## src/hw/msil_pkg.sv

```systemverilog
// Purpose: shared constants for the measurement status and interrupt logic
// Assumes: 32-bit APB register bus, one clock domain
// Notes: register offsets are byte addresses
package msil_pkg;
   localparam int unsigned ADDR_W = 8;
   localparam int unsigned DATA_W = 32;
   localparam int unsigned NUM_COND = 8;
   localparam int unsigned FILL_W = 17;

   // register byte offsets
   localparam logic [7:0] OFS_CTRL = 8'h00;
   localparam logic [7:0] OFS_STATE = 8'h04;
   localparam logic [7:0] OFS_OPERATION_STATUS_GROUP_EVENT = 8'h08;
   localparam logic [7:0] OFS_OPERATION_STATUS_GROUP_ENABLE = 8'h0C;
   localparam logic [7:0] OFS_QUESTIONABLE_DATA_GROUP_EVENT = 8'h10;
   localparam logic [7:0] OFS_QUESTIONABLE_DATA_GROUP_ENABLE = 8'h14;
   localparam logic [7:0] OFS_SETUP = 8'h18;
   localparam logic [7:0] OFS_TRIG_COUNT = 8'h1C;
   localparam logic [7:0] OFS_IRQ_STATUS = 8'h20;
   localparam logic [7:0] OFS_IRQ_MASK = 8'h24;
   localparam logic [7:0] OFS_OPERATION_STATUS_GROUP_COND = 8'h28;

   // control register bits (commands act on a written one; CTRL_GLOBAL_EN is a level set by every CTRL write that does not carry CTRL_PRESET)
   localparam int unsigned CTRL_INIT = 0;
   localparam int unsigned CTRL_ABORT = 1;
   localparam int unsigned CTRL_PRESET = 2;
   localparam int unsigned CTRL_OPC = 3;
   localparam int unsigned CTRL_RESET = 4;
   localparam int unsigned CTRL_GLOBAL_EN = 5;

   // condition vector positions
   localparam int unsigned C_TRIG_FAST = 0;
   localparam int unsigned C_OVERFLOW = 1;
   localparam int unsigned C_OVERVOLT = 2;
   localparam int unsigned C_SCAN_DONE = 3;
   localparam int unsigned C_PLUGON_TRIG = 4;
   localparam int unsigned C_HALF_FULL = 5;
   localparam int unsigned C_MEAS_DONE = 6;
   localparam int unsigned C_ALG_IRQ = 7;

   // operation group bit positions
   localparam int unsigned OPERATION_STATUS_GROUP_SCAN_DONE = 8;
   localparam int unsigned OPERATION_STATUS_GROUP_MEASURING = 4;
   localparam int unsigned OPERATION_STATUS_GROUP_PLUGON_TRIG = 9;
   localparam int unsigned OPERATION_STATUS_GROUP_HALF_FULL = 10;
   localparam int unsigned OPERATION_STATUS_GROUP_ALG_IRQ = 11;
   localparam int unsigned OPERATION_STATUS_GROUP_MEAS_DONE = 12;
   // questionable group bit positions
   localparam int unsigned QUESTIONABLE_DATA_GROUP_OVERVOLT = 9;
   localparam int unsigned QUESTIONABLE_DATA_GROUP_OVERFLOW = 10;
   localparam int unsigned QUESTIONABLE_DATA_GROUP_TRIG_FAST = 11;

   localparam logic [FILL_W-1:0] HALF_FULL_LEVEL = 17'h08000;
   localparam logic [15:0] GRP_RESET = 16'h0000;
   localparam logic [DATA_W-1:0] ZERO_WORD = 32'h00000000;

   typedef enum logic [1:0] {ST_IDLE, ST_WAIT_ARM, ST_MEASURE} run_state_t;
endpackage : msil_pkg

```

## src/hw/msil_sticky.sv

```systemverilog
// Purpose: bank of sticky event bits, set wins over clear
// Assumes: synchronous set pulses
// Notes: used for the operation and questionable event registers
`timescale 1ns/1ns
module msil_sticky
#(
   parameter int unsigned W = 16
)
(
   // clock and reset
   input wire logic i_clk,
   input wire logic i_rstn,
   // control
   input wire logic [W-1:0] i_set,
   input wire logic [W-1:0] i_clr,
   // state
   output logic [W-1:0] o_q
);
   always_ff @(posedge i_clk or negedge i_rstn)
   begin
      if (!i_rstn)
      begin
         o_q <= '0;
      end
      else
      begin
         // a set arriving with a clear is kept
         o_q <= (o_q & ~i_clr) | i_set;
      end
   end
endmodule : msil_sticky

```

## src/hw/msil_trigger_seq.sv

```systemverilog
// Purpose: run state sequencer of the measurement engine
// Assumes: trigger and arm inputs are one-cycle pulses
// Notes: runs on its own once initiated
`timescale 1ns/1ns
module msil_trigger_seq
(
   // clock and reset
   input wire logic i_clk,
   input wire logic i_rstn,
   // commands
   input wire logic i_init,
   input wire logic i_abort,
   input wire logic [15:0] i_trig_count,
   // engine events
   input wire logic i_arm,
   input wire logic i_trigger,
   input wire logic i_meas_end,
   // status
   output msil_pkg::run_state_t o_state,
   output logic o_trig_fast,
   output logic o_meas_done,
   output logic o_count_reached
);
   import msil_pkg::*;
   logic [15:0] trig_seen;

   always_ff @(posedge i_clk or negedge i_rstn)
   begin
      if (!i_rstn)
      begin
         o_state <= ST_IDLE;
         trig_seen <= 16'h0000;
         o_trig_fast <= 1'b0;
         o_meas_done <= 1'b0;
         o_count_reached <= 1'b0;
      end
      else
      begin
         o_trig_fast <= 1'b0;
         o_meas_done <= 1'b0;
         o_count_reached <= 1'b0;
         case (o_state)
            ST_IDLE:
            begin
               if (i_init)
               begin
                  o_state <= ST_WAIT_ARM;
                  trig_seen <= 16'h0000;
               end
            end
            ST_WAIT_ARM:
            begin
               if (i_abort)
                  o_state <= ST_IDLE;
               else if (i_arm)
               begin
                  o_state <= ST_MEASURE;
                  o_meas_done <= 1'b1;
               end
               else if (i_trigger)
                  o_trig_fast <= 1'b1;
            end
            ST_MEASURE:
            begin
               // a trigger landing with the end of a measurement must not swallow that end
               if (i_trigger && i_meas_end)
                  o_trig_fast <= 1'b1;
               if (i_abort)
                  o_state <= ST_IDLE;
               else if (i_meas_end)
               begin
                  trig_seen <= trig_seen + 16'h0001;
                  if (trig_seen + 16'h0001 >= i_trig_count)
                  begin
                     o_state <= ST_IDLE;
                     o_count_reached <= 1'b1;
                  end
                  else
                     o_state <= ST_WAIT_ARM;
               end
            end
            default:
               o_state <= ST_IDLE;
         endcase
      end
   end
endmodule : msil_trigger_seq

```

## src/hw/measurement_status_interrupt_logic.sv

```systemverilog
// Purpose: status groups and interrupt requests of a scanning measurement engine
// Assumes: APB slave, single 100 MHz clock, engine events as one-cycle pulses
// Notes: event registers clear on read; irq status is write-one-to-clear
`timescale 1ns/1ns
module measurement_status_interrupt_logic
(
   // clock and reset
   input wire logic i_clk_sys,
   input wire logic i_rstn,
   // apb slave
   input wire logic i_psel,
   input wire logic i_penable,
   input wire logic i_pwrite,
   input wire logic [msil_pkg::ADDR_W-1:0] i_paddr,
   input wire logic [msil_pkg::DATA_W-1:0] i_pwdata,
   output logic [msil_pkg::DATA_W-1:0] o_prdata,
   output logic o_pready,
   output logic o_pslverr,
   // measurement engine events
   input wire logic i_arm,
   input wire logic i_trigger,
   input wire logic i_meas_end,
   input wire logic i_scan_list_done,
   input wire logic i_plugon_trigger,
   input wire logic i_alg_interrupt,
   input wire logic i_buf_write,
   input wire logic i_buf_read,
   input wire logic i_overvoltage,
   input wire logic i_protect_intact,
   // engine control
   output logic o_relays_open,
   output logic o_measuring,
   output logic [msil_pkg::DATA_W-1:0] o_setup,
   // interrupt
   output logic o_irq
);
   import msil_pkg::*;

   logic rst_meta;
   logic rstn;
   logic wr_en;
   logic rd_en;
   logic setup_en;
   logic [15:0] trig_count;
   logic global_en;
   logic opc_pending;
   logic [15:0] operation_status_group_enable;
   logic [15:0] questionable_data_group_enable;
   logic [15:0] operation_status_group_event;
   logic [15:0] questionable_data_group_event;
   logic [15:0] operation_status_group_set;
   logic [15:0] questionable_data_group_set;
   logic [15:0] operation_status_group_clr;
   logic [15:0] questionable_data_group_clr;
   logic [NUM_COND-1:0] cond;
   logic [NUM_COND-1:0] irq_status;
   logic [NUM_COND-1:0] irq_mask;
   logic [NUM_COND-1:0] cond_en;
   logic [FILL_W-1:0] fill;
   logic buf_full;
   logic half_prev;
   logic overflow;
   logic trig_fast;
   logic meas_done;
   logic count_reached;
   logic cmd_init;
   logic cmd_abort;
   logic cmd_preset;
   logic cmd_opc;
   logic cmd_reset;
   run_state_t run_state;
   logic [DATA_W-1:0] next_prdata;

   function automatic logic hit(input logic [ADDR_W-1:0] a, input logic [7:0] ofs);
      hit = (a == ofs);
   endfunction : hit

   // reset release synchroniser
   always_ff @(posedge i_clk_sys or negedge i_rstn)
   begin
      if (!i_rstn)
      begin
         rst_meta <= 1'b0;
         rstn <= 1'b0;
      end
      else
      begin
         rst_meta <= 1'b1;
         rstn <= rst_meta;
      end
   end

   // apb answers in the access phase with no wait states
   assign wr_en = i_psel && i_penable && i_pwrite;
   assign rd_en = i_psel && i_penable && !i_pwrite;
   assign cmd_init = wr_en && hit(i_paddr, OFS_CTRL) && i_pwdata[CTRL_INIT];
   assign cmd_abort = wr_en && hit(i_paddr, OFS_CTRL) && i_pwdata[CTRL_ABORT];
   assign cmd_preset = wr_en && hit(i_paddr, OFS_CTRL) && i_pwdata[CTRL_PRESET];
   assign cmd_opc = wr_en && hit(i_paddr, OFS_CTRL) && i_pwdata[CTRL_OPC];
   assign cmd_reset = wr_en && hit(i_paddr, OFS_CTRL) && i_pwdata[CTRL_RESET];
   assign setup_en = (run_state == ST_IDLE);

   msil_trigger_seq u_seq
   (
      .i_clk(i_clk_sys),
      .i_rstn(rstn),
      .i_init(cmd_init),
      .i_abort(cmd_abort),
      .i_trig_count(trig_count),
      .i_arm(i_arm),
      .i_trigger(i_trigger),
      .i_meas_end(i_meas_end),
      .o_state(run_state),
      .o_trig_fast(trig_fast),
      .o_meas_done(meas_done),
      .o_count_reached(count_reached)
   );

   // buffer occupancy tracking
   assign buf_full = fill[FILL_W-1];
   always_ff @(posedge i_clk_sys or negedge rstn)
   begin
      if (!rstn)
      begin
         fill <= '0;
         half_prev <= 1'b0;
      end
      else
      begin
         half_prev <= (fill >= HALF_FULL_LEVEL);
         if (cmd_reset)
            fill <= '0;
         else if (i_buf_write && !buf_full && !(i_buf_read && fill != '0))
            fill <= fill + 1'b1;
         else if (i_buf_read && fill != '0 && !(i_buf_write && !buf_full))
            fill <= fill - 1'b1;
      end
   end
   assign overflow = i_buf_write && buf_full && !i_buf_read;

   // condition pulses; half-full fires on the rising crossing
   always_comb
   begin
      cond = '0;
      cond[C_TRIG_FAST] = trig_fast;
      cond[C_OVERFLOW] = overflow;
      cond[C_OVERVOLT] = i_overvoltage && i_protect_intact;
      cond[C_SCAN_DONE] = i_scan_list_done;
      cond[C_PLUGON_TRIG] = i_plugon_trigger;
      cond[C_HALF_FULL] = (fill >= HALF_FULL_LEVEL) && !half_prev;
      cond[C_MEAS_DONE] = meas_done;
      cond[C_ALG_IRQ] = i_alg_interrupt;
   end

   always_comb
   begin
      operation_status_group_set = '0;
      questionable_data_group_set = '0;
      operation_status_group_set[OPERATION_STATUS_GROUP_SCAN_DONE] = cond[C_SCAN_DONE];
      operation_status_group_set[OPERATION_STATUS_GROUP_PLUGON_TRIG] = cond[C_PLUGON_TRIG];
      operation_status_group_set[OPERATION_STATUS_GROUP_HALF_FULL] = cond[C_HALF_FULL];
      operation_status_group_set[OPERATION_STATUS_GROUP_MEAS_DONE] = cond[C_MEAS_DONE];
      operation_status_group_set[OPERATION_STATUS_GROUP_ALG_IRQ] = cond[C_ALG_IRQ];
      questionable_data_group_set[QUESTIONABLE_DATA_GROUP_OVERVOLT] = cond[C_OVERVOLT];
      questionable_data_group_set[QUESTIONABLE_DATA_GROUP_OVERFLOW] = cond[C_OVERFLOW];
      questionable_data_group_set[QUESTIONABLE_DATA_GROUP_TRIG_FAST] = cond[C_TRIG_FAST];
      // clear only the bits the reader was shown, so an event after the snapshot survives
      operation_status_group_clr = (rd_en && hit(i_paddr, OFS_OPERATION_STATUS_GROUP_EVENT)) ? o_prdata[15:0] : GRP_RESET;
      questionable_data_group_clr = (rd_en && hit(i_paddr, OFS_QUESTIONABLE_DATA_GROUP_EVENT)) ? o_prdata[15:0] : GRP_RESET;
   end

   msil_sticky #(.W(16)) u_operation_status_group_event
   (
      .i_clk(i_clk_sys),
      .i_rstn(rstn),
      .i_set(operation_status_group_set),
      .i_clr(operation_status_group_clr),
      .o_q(operation_status_group_event)
   );

   msil_sticky #(.W(16)) u_questionable_data_group_event
   (
      .i_clk(i_clk_sys),
      .i_rstn(rstn),
      .i_set(questionable_data_group_set),
      .i_clr(questionable_data_group_clr),
      .o_q(questionable_data_group_event)
   );

   // per-condition enable taken from the group enable bits; meas done is also enabled by opc_pending
   always_comb
   begin
      cond_en = '0;
      cond_en[C_TRIG_FAST] = questionable_data_group_enable[QUESTIONABLE_DATA_GROUP_TRIG_FAST];
      cond_en[C_OVERFLOW] = questionable_data_group_enable[QUESTIONABLE_DATA_GROUP_OVERFLOW];
      cond_en[C_OVERVOLT] = questionable_data_group_enable[QUESTIONABLE_DATA_GROUP_OVERVOLT];
      cond_en[C_SCAN_DONE] = operation_status_group_enable[OPERATION_STATUS_GROUP_SCAN_DONE];
      cond_en[C_PLUGON_TRIG] = operation_status_group_enable[OPERATION_STATUS_GROUP_PLUGON_TRIG];
      cond_en[C_HALF_FULL] = operation_status_group_enable[OPERATION_STATUS_GROUP_HALF_FULL];
      cond_en[C_MEAS_DONE] = operation_status_group_enable[OPERATION_STATUS_GROUP_MEAS_DONE] || opc_pending;
      cond_en[C_ALG_IRQ] = operation_status_group_enable[OPERATION_STATUS_GROUP_ALG_IRQ];
   end

   // enables, mask, setup and global switch
   always_ff @(posedge i_clk_sys or negedge rstn)
   begin
      if (!rstn)
      begin
         operation_status_group_enable <= GRP_RESET;
         questionable_data_group_enable <= GRP_RESET;
         irq_mask <= '0;
         global_en <= 1'b0;
         o_setup <= ZERO_WORD;
         trig_count <= 16'h0001;
      end
      else if (cmd_preset)
      begin
         operation_status_group_enable <= GRP_RESET;
         questionable_data_group_enable <= GRP_RESET;
      end
      else if (wr_en)
      begin
         if (hit(i_paddr, OFS_OPERATION_STATUS_GROUP_ENABLE))
            operation_status_group_enable <= i_pwdata[15:0];
         if (hit(i_paddr, OFS_QUESTIONABLE_DATA_GROUP_ENABLE))
            questionable_data_group_enable <= i_pwdata[15:0];
         if (hit(i_paddr, OFS_IRQ_MASK))
            irq_mask <= i_pwdata[NUM_COND-1:0];
         if (hit(i_paddr, OFS_CTRL))
            global_en <= i_pwdata[CTRL_GLOBAL_EN];
         if (hit(i_paddr, OFS_SETUP) && setup_en)
            o_setup <= i_pwdata;
         if (hit(i_paddr, OFS_TRIG_COUNT) && setup_en)
            trig_count <= i_pwdata[15:0];
      end
   end

   // one-shot completion request; dropped once reported
   always_ff @(posedge i_clk_sys or negedge rstn)
   begin
      if (!rstn)
         opc_pending <= 1'b0;
      else if (cmd_opc)
         opc_pending <= 1'b1;
      else if (cmd_preset || meas_done)
         opc_pending <= 1'b0;
   end

   // sticky interrupt status, write one to clear; set wins
   always_ff @(posedge i_clk_sys or negedge rstn)
   begin
      if (!rstn)
         irq_status <= '0;
      else if (wr_en && hit(i_paddr, OFS_IRQ_STATUS))
         irq_status <= (irq_status & ~i_pwdata[NUM_COND-1:0]) | (cond & cond_en);
      else
         irq_status <= irq_status | (cond & cond_en);
   end

   always_ff @(posedge i_clk_sys or negedge rstn)
   begin
      if (!rstn)
         o_irq <= 1'b0;
      else
         o_irq <= global_en && |(irq_status & irq_mask);
   end

   // overvoltage latch held until a full reset command
   always_ff @(posedge i_clk_sys or negedge rstn)
   begin
      if (!rstn)
         o_relays_open <= 1'b0;
      else if (cond[C_OVERVOLT])
         o_relays_open <= 1'b1;
      else if (cmd_reset)
         o_relays_open <= 1'b0;
   end

   // measuring bit of the operation group
   always_ff @(posedge i_clk_sys or negedge rstn)
   begin
      if (!rstn)
         o_measuring <= 1'b0;
      else if (cmd_init)
         o_measuring <= 1'b1;
      else if (meas_done || cmd_abort || count_reached)
         o_measuring <= 1'b0;
   end

   // reads stay served in every run state
   always_comb
   begin
      next_prdata = ZERO_WORD;
      case (i_paddr)
         OFS_CTRL: next_prdata[CTRL_GLOBAL_EN] = global_en;
         OFS_STATE: next_prdata = {28'h0000000, fill == '0, o_relays_open, run_state};
         OFS_OPERATION_STATUS_GROUP_EVENT: next_prdata[15:0] = operation_status_group_event;
         OFS_OPERATION_STATUS_GROUP_ENABLE: next_prdata[15:0] = operation_status_group_enable;
         OFS_QUESTIONABLE_DATA_GROUP_EVENT: next_prdata[15:0] = questionable_data_group_event;
         OFS_QUESTIONABLE_DATA_GROUP_ENABLE: next_prdata[15:0] = questionable_data_group_enable;
         OFS_SETUP: next_prdata = o_setup;
         OFS_TRIG_COUNT: next_prdata[15:0] = trig_count;
         OFS_IRQ_STATUS: next_prdata[NUM_COND-1:0] = irq_status;
         OFS_IRQ_MASK: next_prdata[NUM_COND-1:0] = irq_mask;
         OFS_OPERATION_STATUS_GROUP_COND: next_prdata[OPERATION_STATUS_GROUP_MEASURING] = o_measuring;
         default: next_prdata = ZERO_WORD;
      endcase
   end

   // prdata registered in setup phase, so pready may rise in access phase
   always_ff @(posedge i_clk_sys or negedge rstn)
   begin
      if (!rstn)
      begin
         o_prdata <= ZERO_WORD;
         o_pready <= 1'b0;
         o_pslverr <= 1'b0;
      end
      else
      begin
         o_prdata <= next_prdata;
         o_pready <= i_psel && !i_penable;
         o_pslverr <= i_psel && !i_penable && (i_paddr[1:0] != 2'b00 || i_paddr > OFS_OPERATION_STATUS_GROUP_COND);
      end
   end
endmodule : measurement_status_interrupt_logic

```

## config.mk

```make
export PLATFORM = sky130hd
export DESIGN_NAME = measurement_status_interrupt_logic
export DESIGN_NICKNAME = d
export VERILOG_FILES = /design/src/hw/msil_pkg.sv /design/src/hw/msil_sticky.sv /design/src/hw/msil_trigger_seq.sv /design/src/hw/measurement_status_interrupt_logic.sv
export SDC_FILE = /design/constraint.sdc
export NUM_CORES = 1
export LEC_CHECK = 0
export BUFFER_PORTS_ARGS = -buffer_cell sky130_fd_sc_hd__buf_2
export CAP_MARGIN = 20
export CORE_MARGIN = 5
export CORE_UTILIZATION = 35
export CTS_CLUSTER_SIZE = 20
export DETAILED_ROUTE_END_ITERATION = 12
export GPL_TIMING_DRIVEN = 0
export PLACE_DENSITY = 0.5
export RECOVER_POWER = 50
export REMOVE_ABC_BUFFERS = 1
export SLEW_MARGIN = 20
export SYNTH_ARGS = -nofsm -noshare
export SYNTH_HDL_FRONTEND = slang
export SYNTH_SLANG_ARGS = --single-unit
```

## constraint.sdc

```tcl
create_clock -name i_clk_sys -period 7 [get_ports i_clk_sys]
set_clock_uncertainty 0.05 [all_clocks]
set_input_delay 0.7 -clock i_clk_sys [delete_from_list [all_inputs] [get_ports i_clk_sys]]
set_output_delay 0.7 -clock i_clk_sys [all_outputs]
set_load 0.05 [all_outputs]
```

==> results.json <==
{
  "postSynthCellCount": 855,
  "synthMuxAreaShare_pct": 7.17,
  "vias_in_the_first_global_route": 7315,
  "cellLeakagePower_uw": 0.00554,
  "post_synth.cell_area_avg_sq_um": 11.4,
  "peakVddDrop_v": 0.000180,
  "flow.area_growth_from_synthesis_pct": 20.5,
  "max-cap-violations": 1,
  "startpoint_type": "flop",
  "routed_via_density": 5.23,
  "final-instance-count-excl-fill": 1381,
  "fraction_of_final_layout_cells_with_drive_strength_greater_than_1_pct": 22.2,
  "violations": "capacitance limit, slew limit",
  "rsz0062_at_grt": "no",
  "core_region_area_sq_mm": 0.0276,
  "floorplan.die.width_um": 177,
  "max_clock_freq_mhz": 234,
  "detailedPlacementHpwl_um": 19500,
  "post-route-period-util_pct": 61.2,
  "cts.sinks": 208,
  "worstSetupEndpointType": "flop",
  "timing.hold.worst.class": "reg2reg",
  "fp.dieArea_sq_mm": 0.0313,
  "floorplan.rows": 61,
  "routed_wirelength_um": 27200,
  "post-place-cells": 1339,
  "overflow": 0,
  "post-route-drc-count": 0,
  "timing.final.setup_violations": 0,
  "timing_worst_setup_path_type": "reg2reg",
  "crit_fanout": 17,
  "unique_masters_post_synth": 63,
  "insertion_delay_ps": 520,
  "powerDensity_mw_per_mm2": 294,
  "yosys.area_share.xor_xnor_pct": 2.61,
  "postCtsResizedCells": 0,
  "asyncSetResetFlopFracSynth_pct": 100,
  "first_pass_grt_wire_length_um": 42900,
  "synth-main-ff-cell": "dfrtp_1",
  "num_vias": 7225,
  "final_util_pct": 42.5,
  "synth_enable_flop_cells": 0,
  "initial_antenna_violation_count": 2,
  "gp_routability_congestion": 0.787,
  "path_clk_slew_ps": 60,
  "cts_inserted_buffers": 25,
  "num_io_pins": 124,
  "run_status": "finished, violations left",
  "postSynthRegisterBits": 208,
  "mappedNetlistArea_sq_mm": 0.00974,
  "yosys_warnings": 0,
  "chipHeight_um": 177,
  "final_hold_vios": 0,
  "clk_root_buf": "clkbuf_16",
  "period_minus_slack_ps": 4280,
  "seq_area_frac_synth_pct": 53.4,
  "place_ws_ps": 2740,
  "drt.antenna.violating_nets": 0,
  "port-buffer-count": 123,
  "htreeDepth": 1,
  "timing_max_transition_violations_final": 42,
  "synthSimpleGateAreaFrac_pct": 11.1,
  "initialDrtViolationCount": 378,
  "grt_max_degree": 53,
  "tritoncts": "built",
  "max_slew_margin_pct": -81.5,
  "worst-endpoint-arrival_ps": 4590,
  "complex_gate_fraction_of_the_synthesized_area_pct": 17.9,
  "drt-wirelength-per-cell_um": 19.7,
  "cts_setup_buffers": 0,
  "detail_route.first_pass.iterations": 5,
  "synth_adder_area_share_pct": 4.96,
  "postLayoutSetupSlackWorst_ps": 2720,
  "initial_utilization_pct": 35.3,
  "final_net_count": 1082,
  "crit_required_ps": 7310,
  "synth_top_family_by_area": "compound AO/OA/AOI/OAI gates",
  "groute.usage.overall_pct": 17.3,
  "cts-root-to-sink-buffers": 3,
  "tightestPinTransition_ps": 2720,
  "antenna_cells_inserted": 0
}
-- metrics by stage --
step	power (uW)	TNS, ps	hold slack [ps]	instance area, sq um
finish	3460	0	298	11700
global route	3660	0	314	11700
CTS	3500	0	212	11800
detailed placement	2200	0	212	11000
global placement	2180	-455530	285	10700
floorplan	1990	0	281	9590
-- worst paths after layout --
kind                       slack, ps               end  startpoint  cells after the start
min in group asynchronous        370  u_seq.o_state[1]        rstn                      0
max                             2720          fill[13]     fill[0]                     13
min                              300              rstn    rst_meta                      0
min reg2reg                      300              rstn    rst_meta                      0
max in group asynchronous       3440       o_prdata[6]        rstn                      1
max reg2reg                     2720          fill[13]     fill[0]                     13
-- worst max-delay path, stage by stage, from the launching register on --
cell and delay (ps):
dfrtp_1 450, nor4_1 410, and3_1 240, nand3_1 140, nand2_1 210, nand2_1 470
ha_1 490, a211oi_1 450, nor4_1 100, nor3_1 310, o21ai_0 260, a31oi_1 260
xor2_1 170, o22ai_1 100
-- synthesized netlist by cell type, types with 24 or more instances --
library cell / number / area (sq um)
dfrtp_1: 207 / 5180
clkbuf_1: 25 / 93.8
a22o_1: 50 / 438
inv_1: 30 / 113
a22oi_1: 35 / 263
o21ai_0: 24 / 120
a21boi_0: 24 / 180
nor2_1: 38 / 143
nand3_1: 32 / 160
ha_1: 37 / 463
a21oi_1: 25 / 125
mux2_2: 54 / 608
nand2_1: 79 / 297
-- final cells by class --
cell class | instances | area [sq um]
Fill cell | 2736 | 15900
Sequential cell | 208 | 5210
Multi-Input combinational cell | 584 | 4340
Timing Repair Buffer | 140 | 796
Clock buffer | 34 | 709
Tap cell | 378 | 473
Inverter | 30 | 113
Clock inverter | 7 | 100
-- power breakdown --
part | leakage (uW) | internal (uW) | switching, uW
Combinational | 0.00235 | 351 | 452
Clock | 0.000402 | 780 | 505
Sequential | 0.00279 | 1290 | 80.0
-- logic make-up after synthesis --
logic type                 after synthesis
AOI/OAI and AO/OA                      231
other                                    1
xor gates and xnor gates                29
DFF                                    208
adders and majority gates               38
and+or+nand+nor                        222
buffers and inverters                   63
muxes                                   63
-- metal layers --
layer / routed length [um] / GRT usage (%)
met1: 12500 / 23.9
met2: 13000 / 28.8
met3: 1270 / 2.93
met4: 380 / 3.80
met5: 27 / 0
-- registers in the layout, summed over array words and instances (netlist names), 2 cells and up --
register and cells:
trig_count 16, o_setup 32, irq_mask 8, fill 17, u_seq.o_state 2, irq_status 8, operation_status_group_enable 16, u_operation_status_group_event.o_q 16
o_prdata 32, u_seq.trig_seen 16, questionable_data_group_enable 16, u_questionable_data_group_event.o_q 16
-- repair_timing --
action,in CTS,in global routing
setup endpoints to repair,0,0
hold buffers,1,0
endpoints found under the hold margin,2,0
-- layout by cell type, fill, tap and decap left out, types with 8 or more instances in the layout --
cell,netlist,layout
dfrtp_1,207,207
buf_2,2,93
nand2_1,79,79
mux2_2,54,54
a22o_1,50,50
ha_1,37,37
clkbuf_1,25,37
a22oi_1,35,35
nor2_1,38,33
nand3_1,32,31
inv_1,30,30
clkbuf_16,0,25
a21boi_0,24,24
o21ai_0,24,24
a21oi_1,25,23
and2_1,20,20
xnor2_1,20,19
a21o_1,13,13
xor2_1,9,9
mux2i_1,9,9
nor3_1,10,8
a221oi_1,8,8
(Power assumes the default switching activity.)
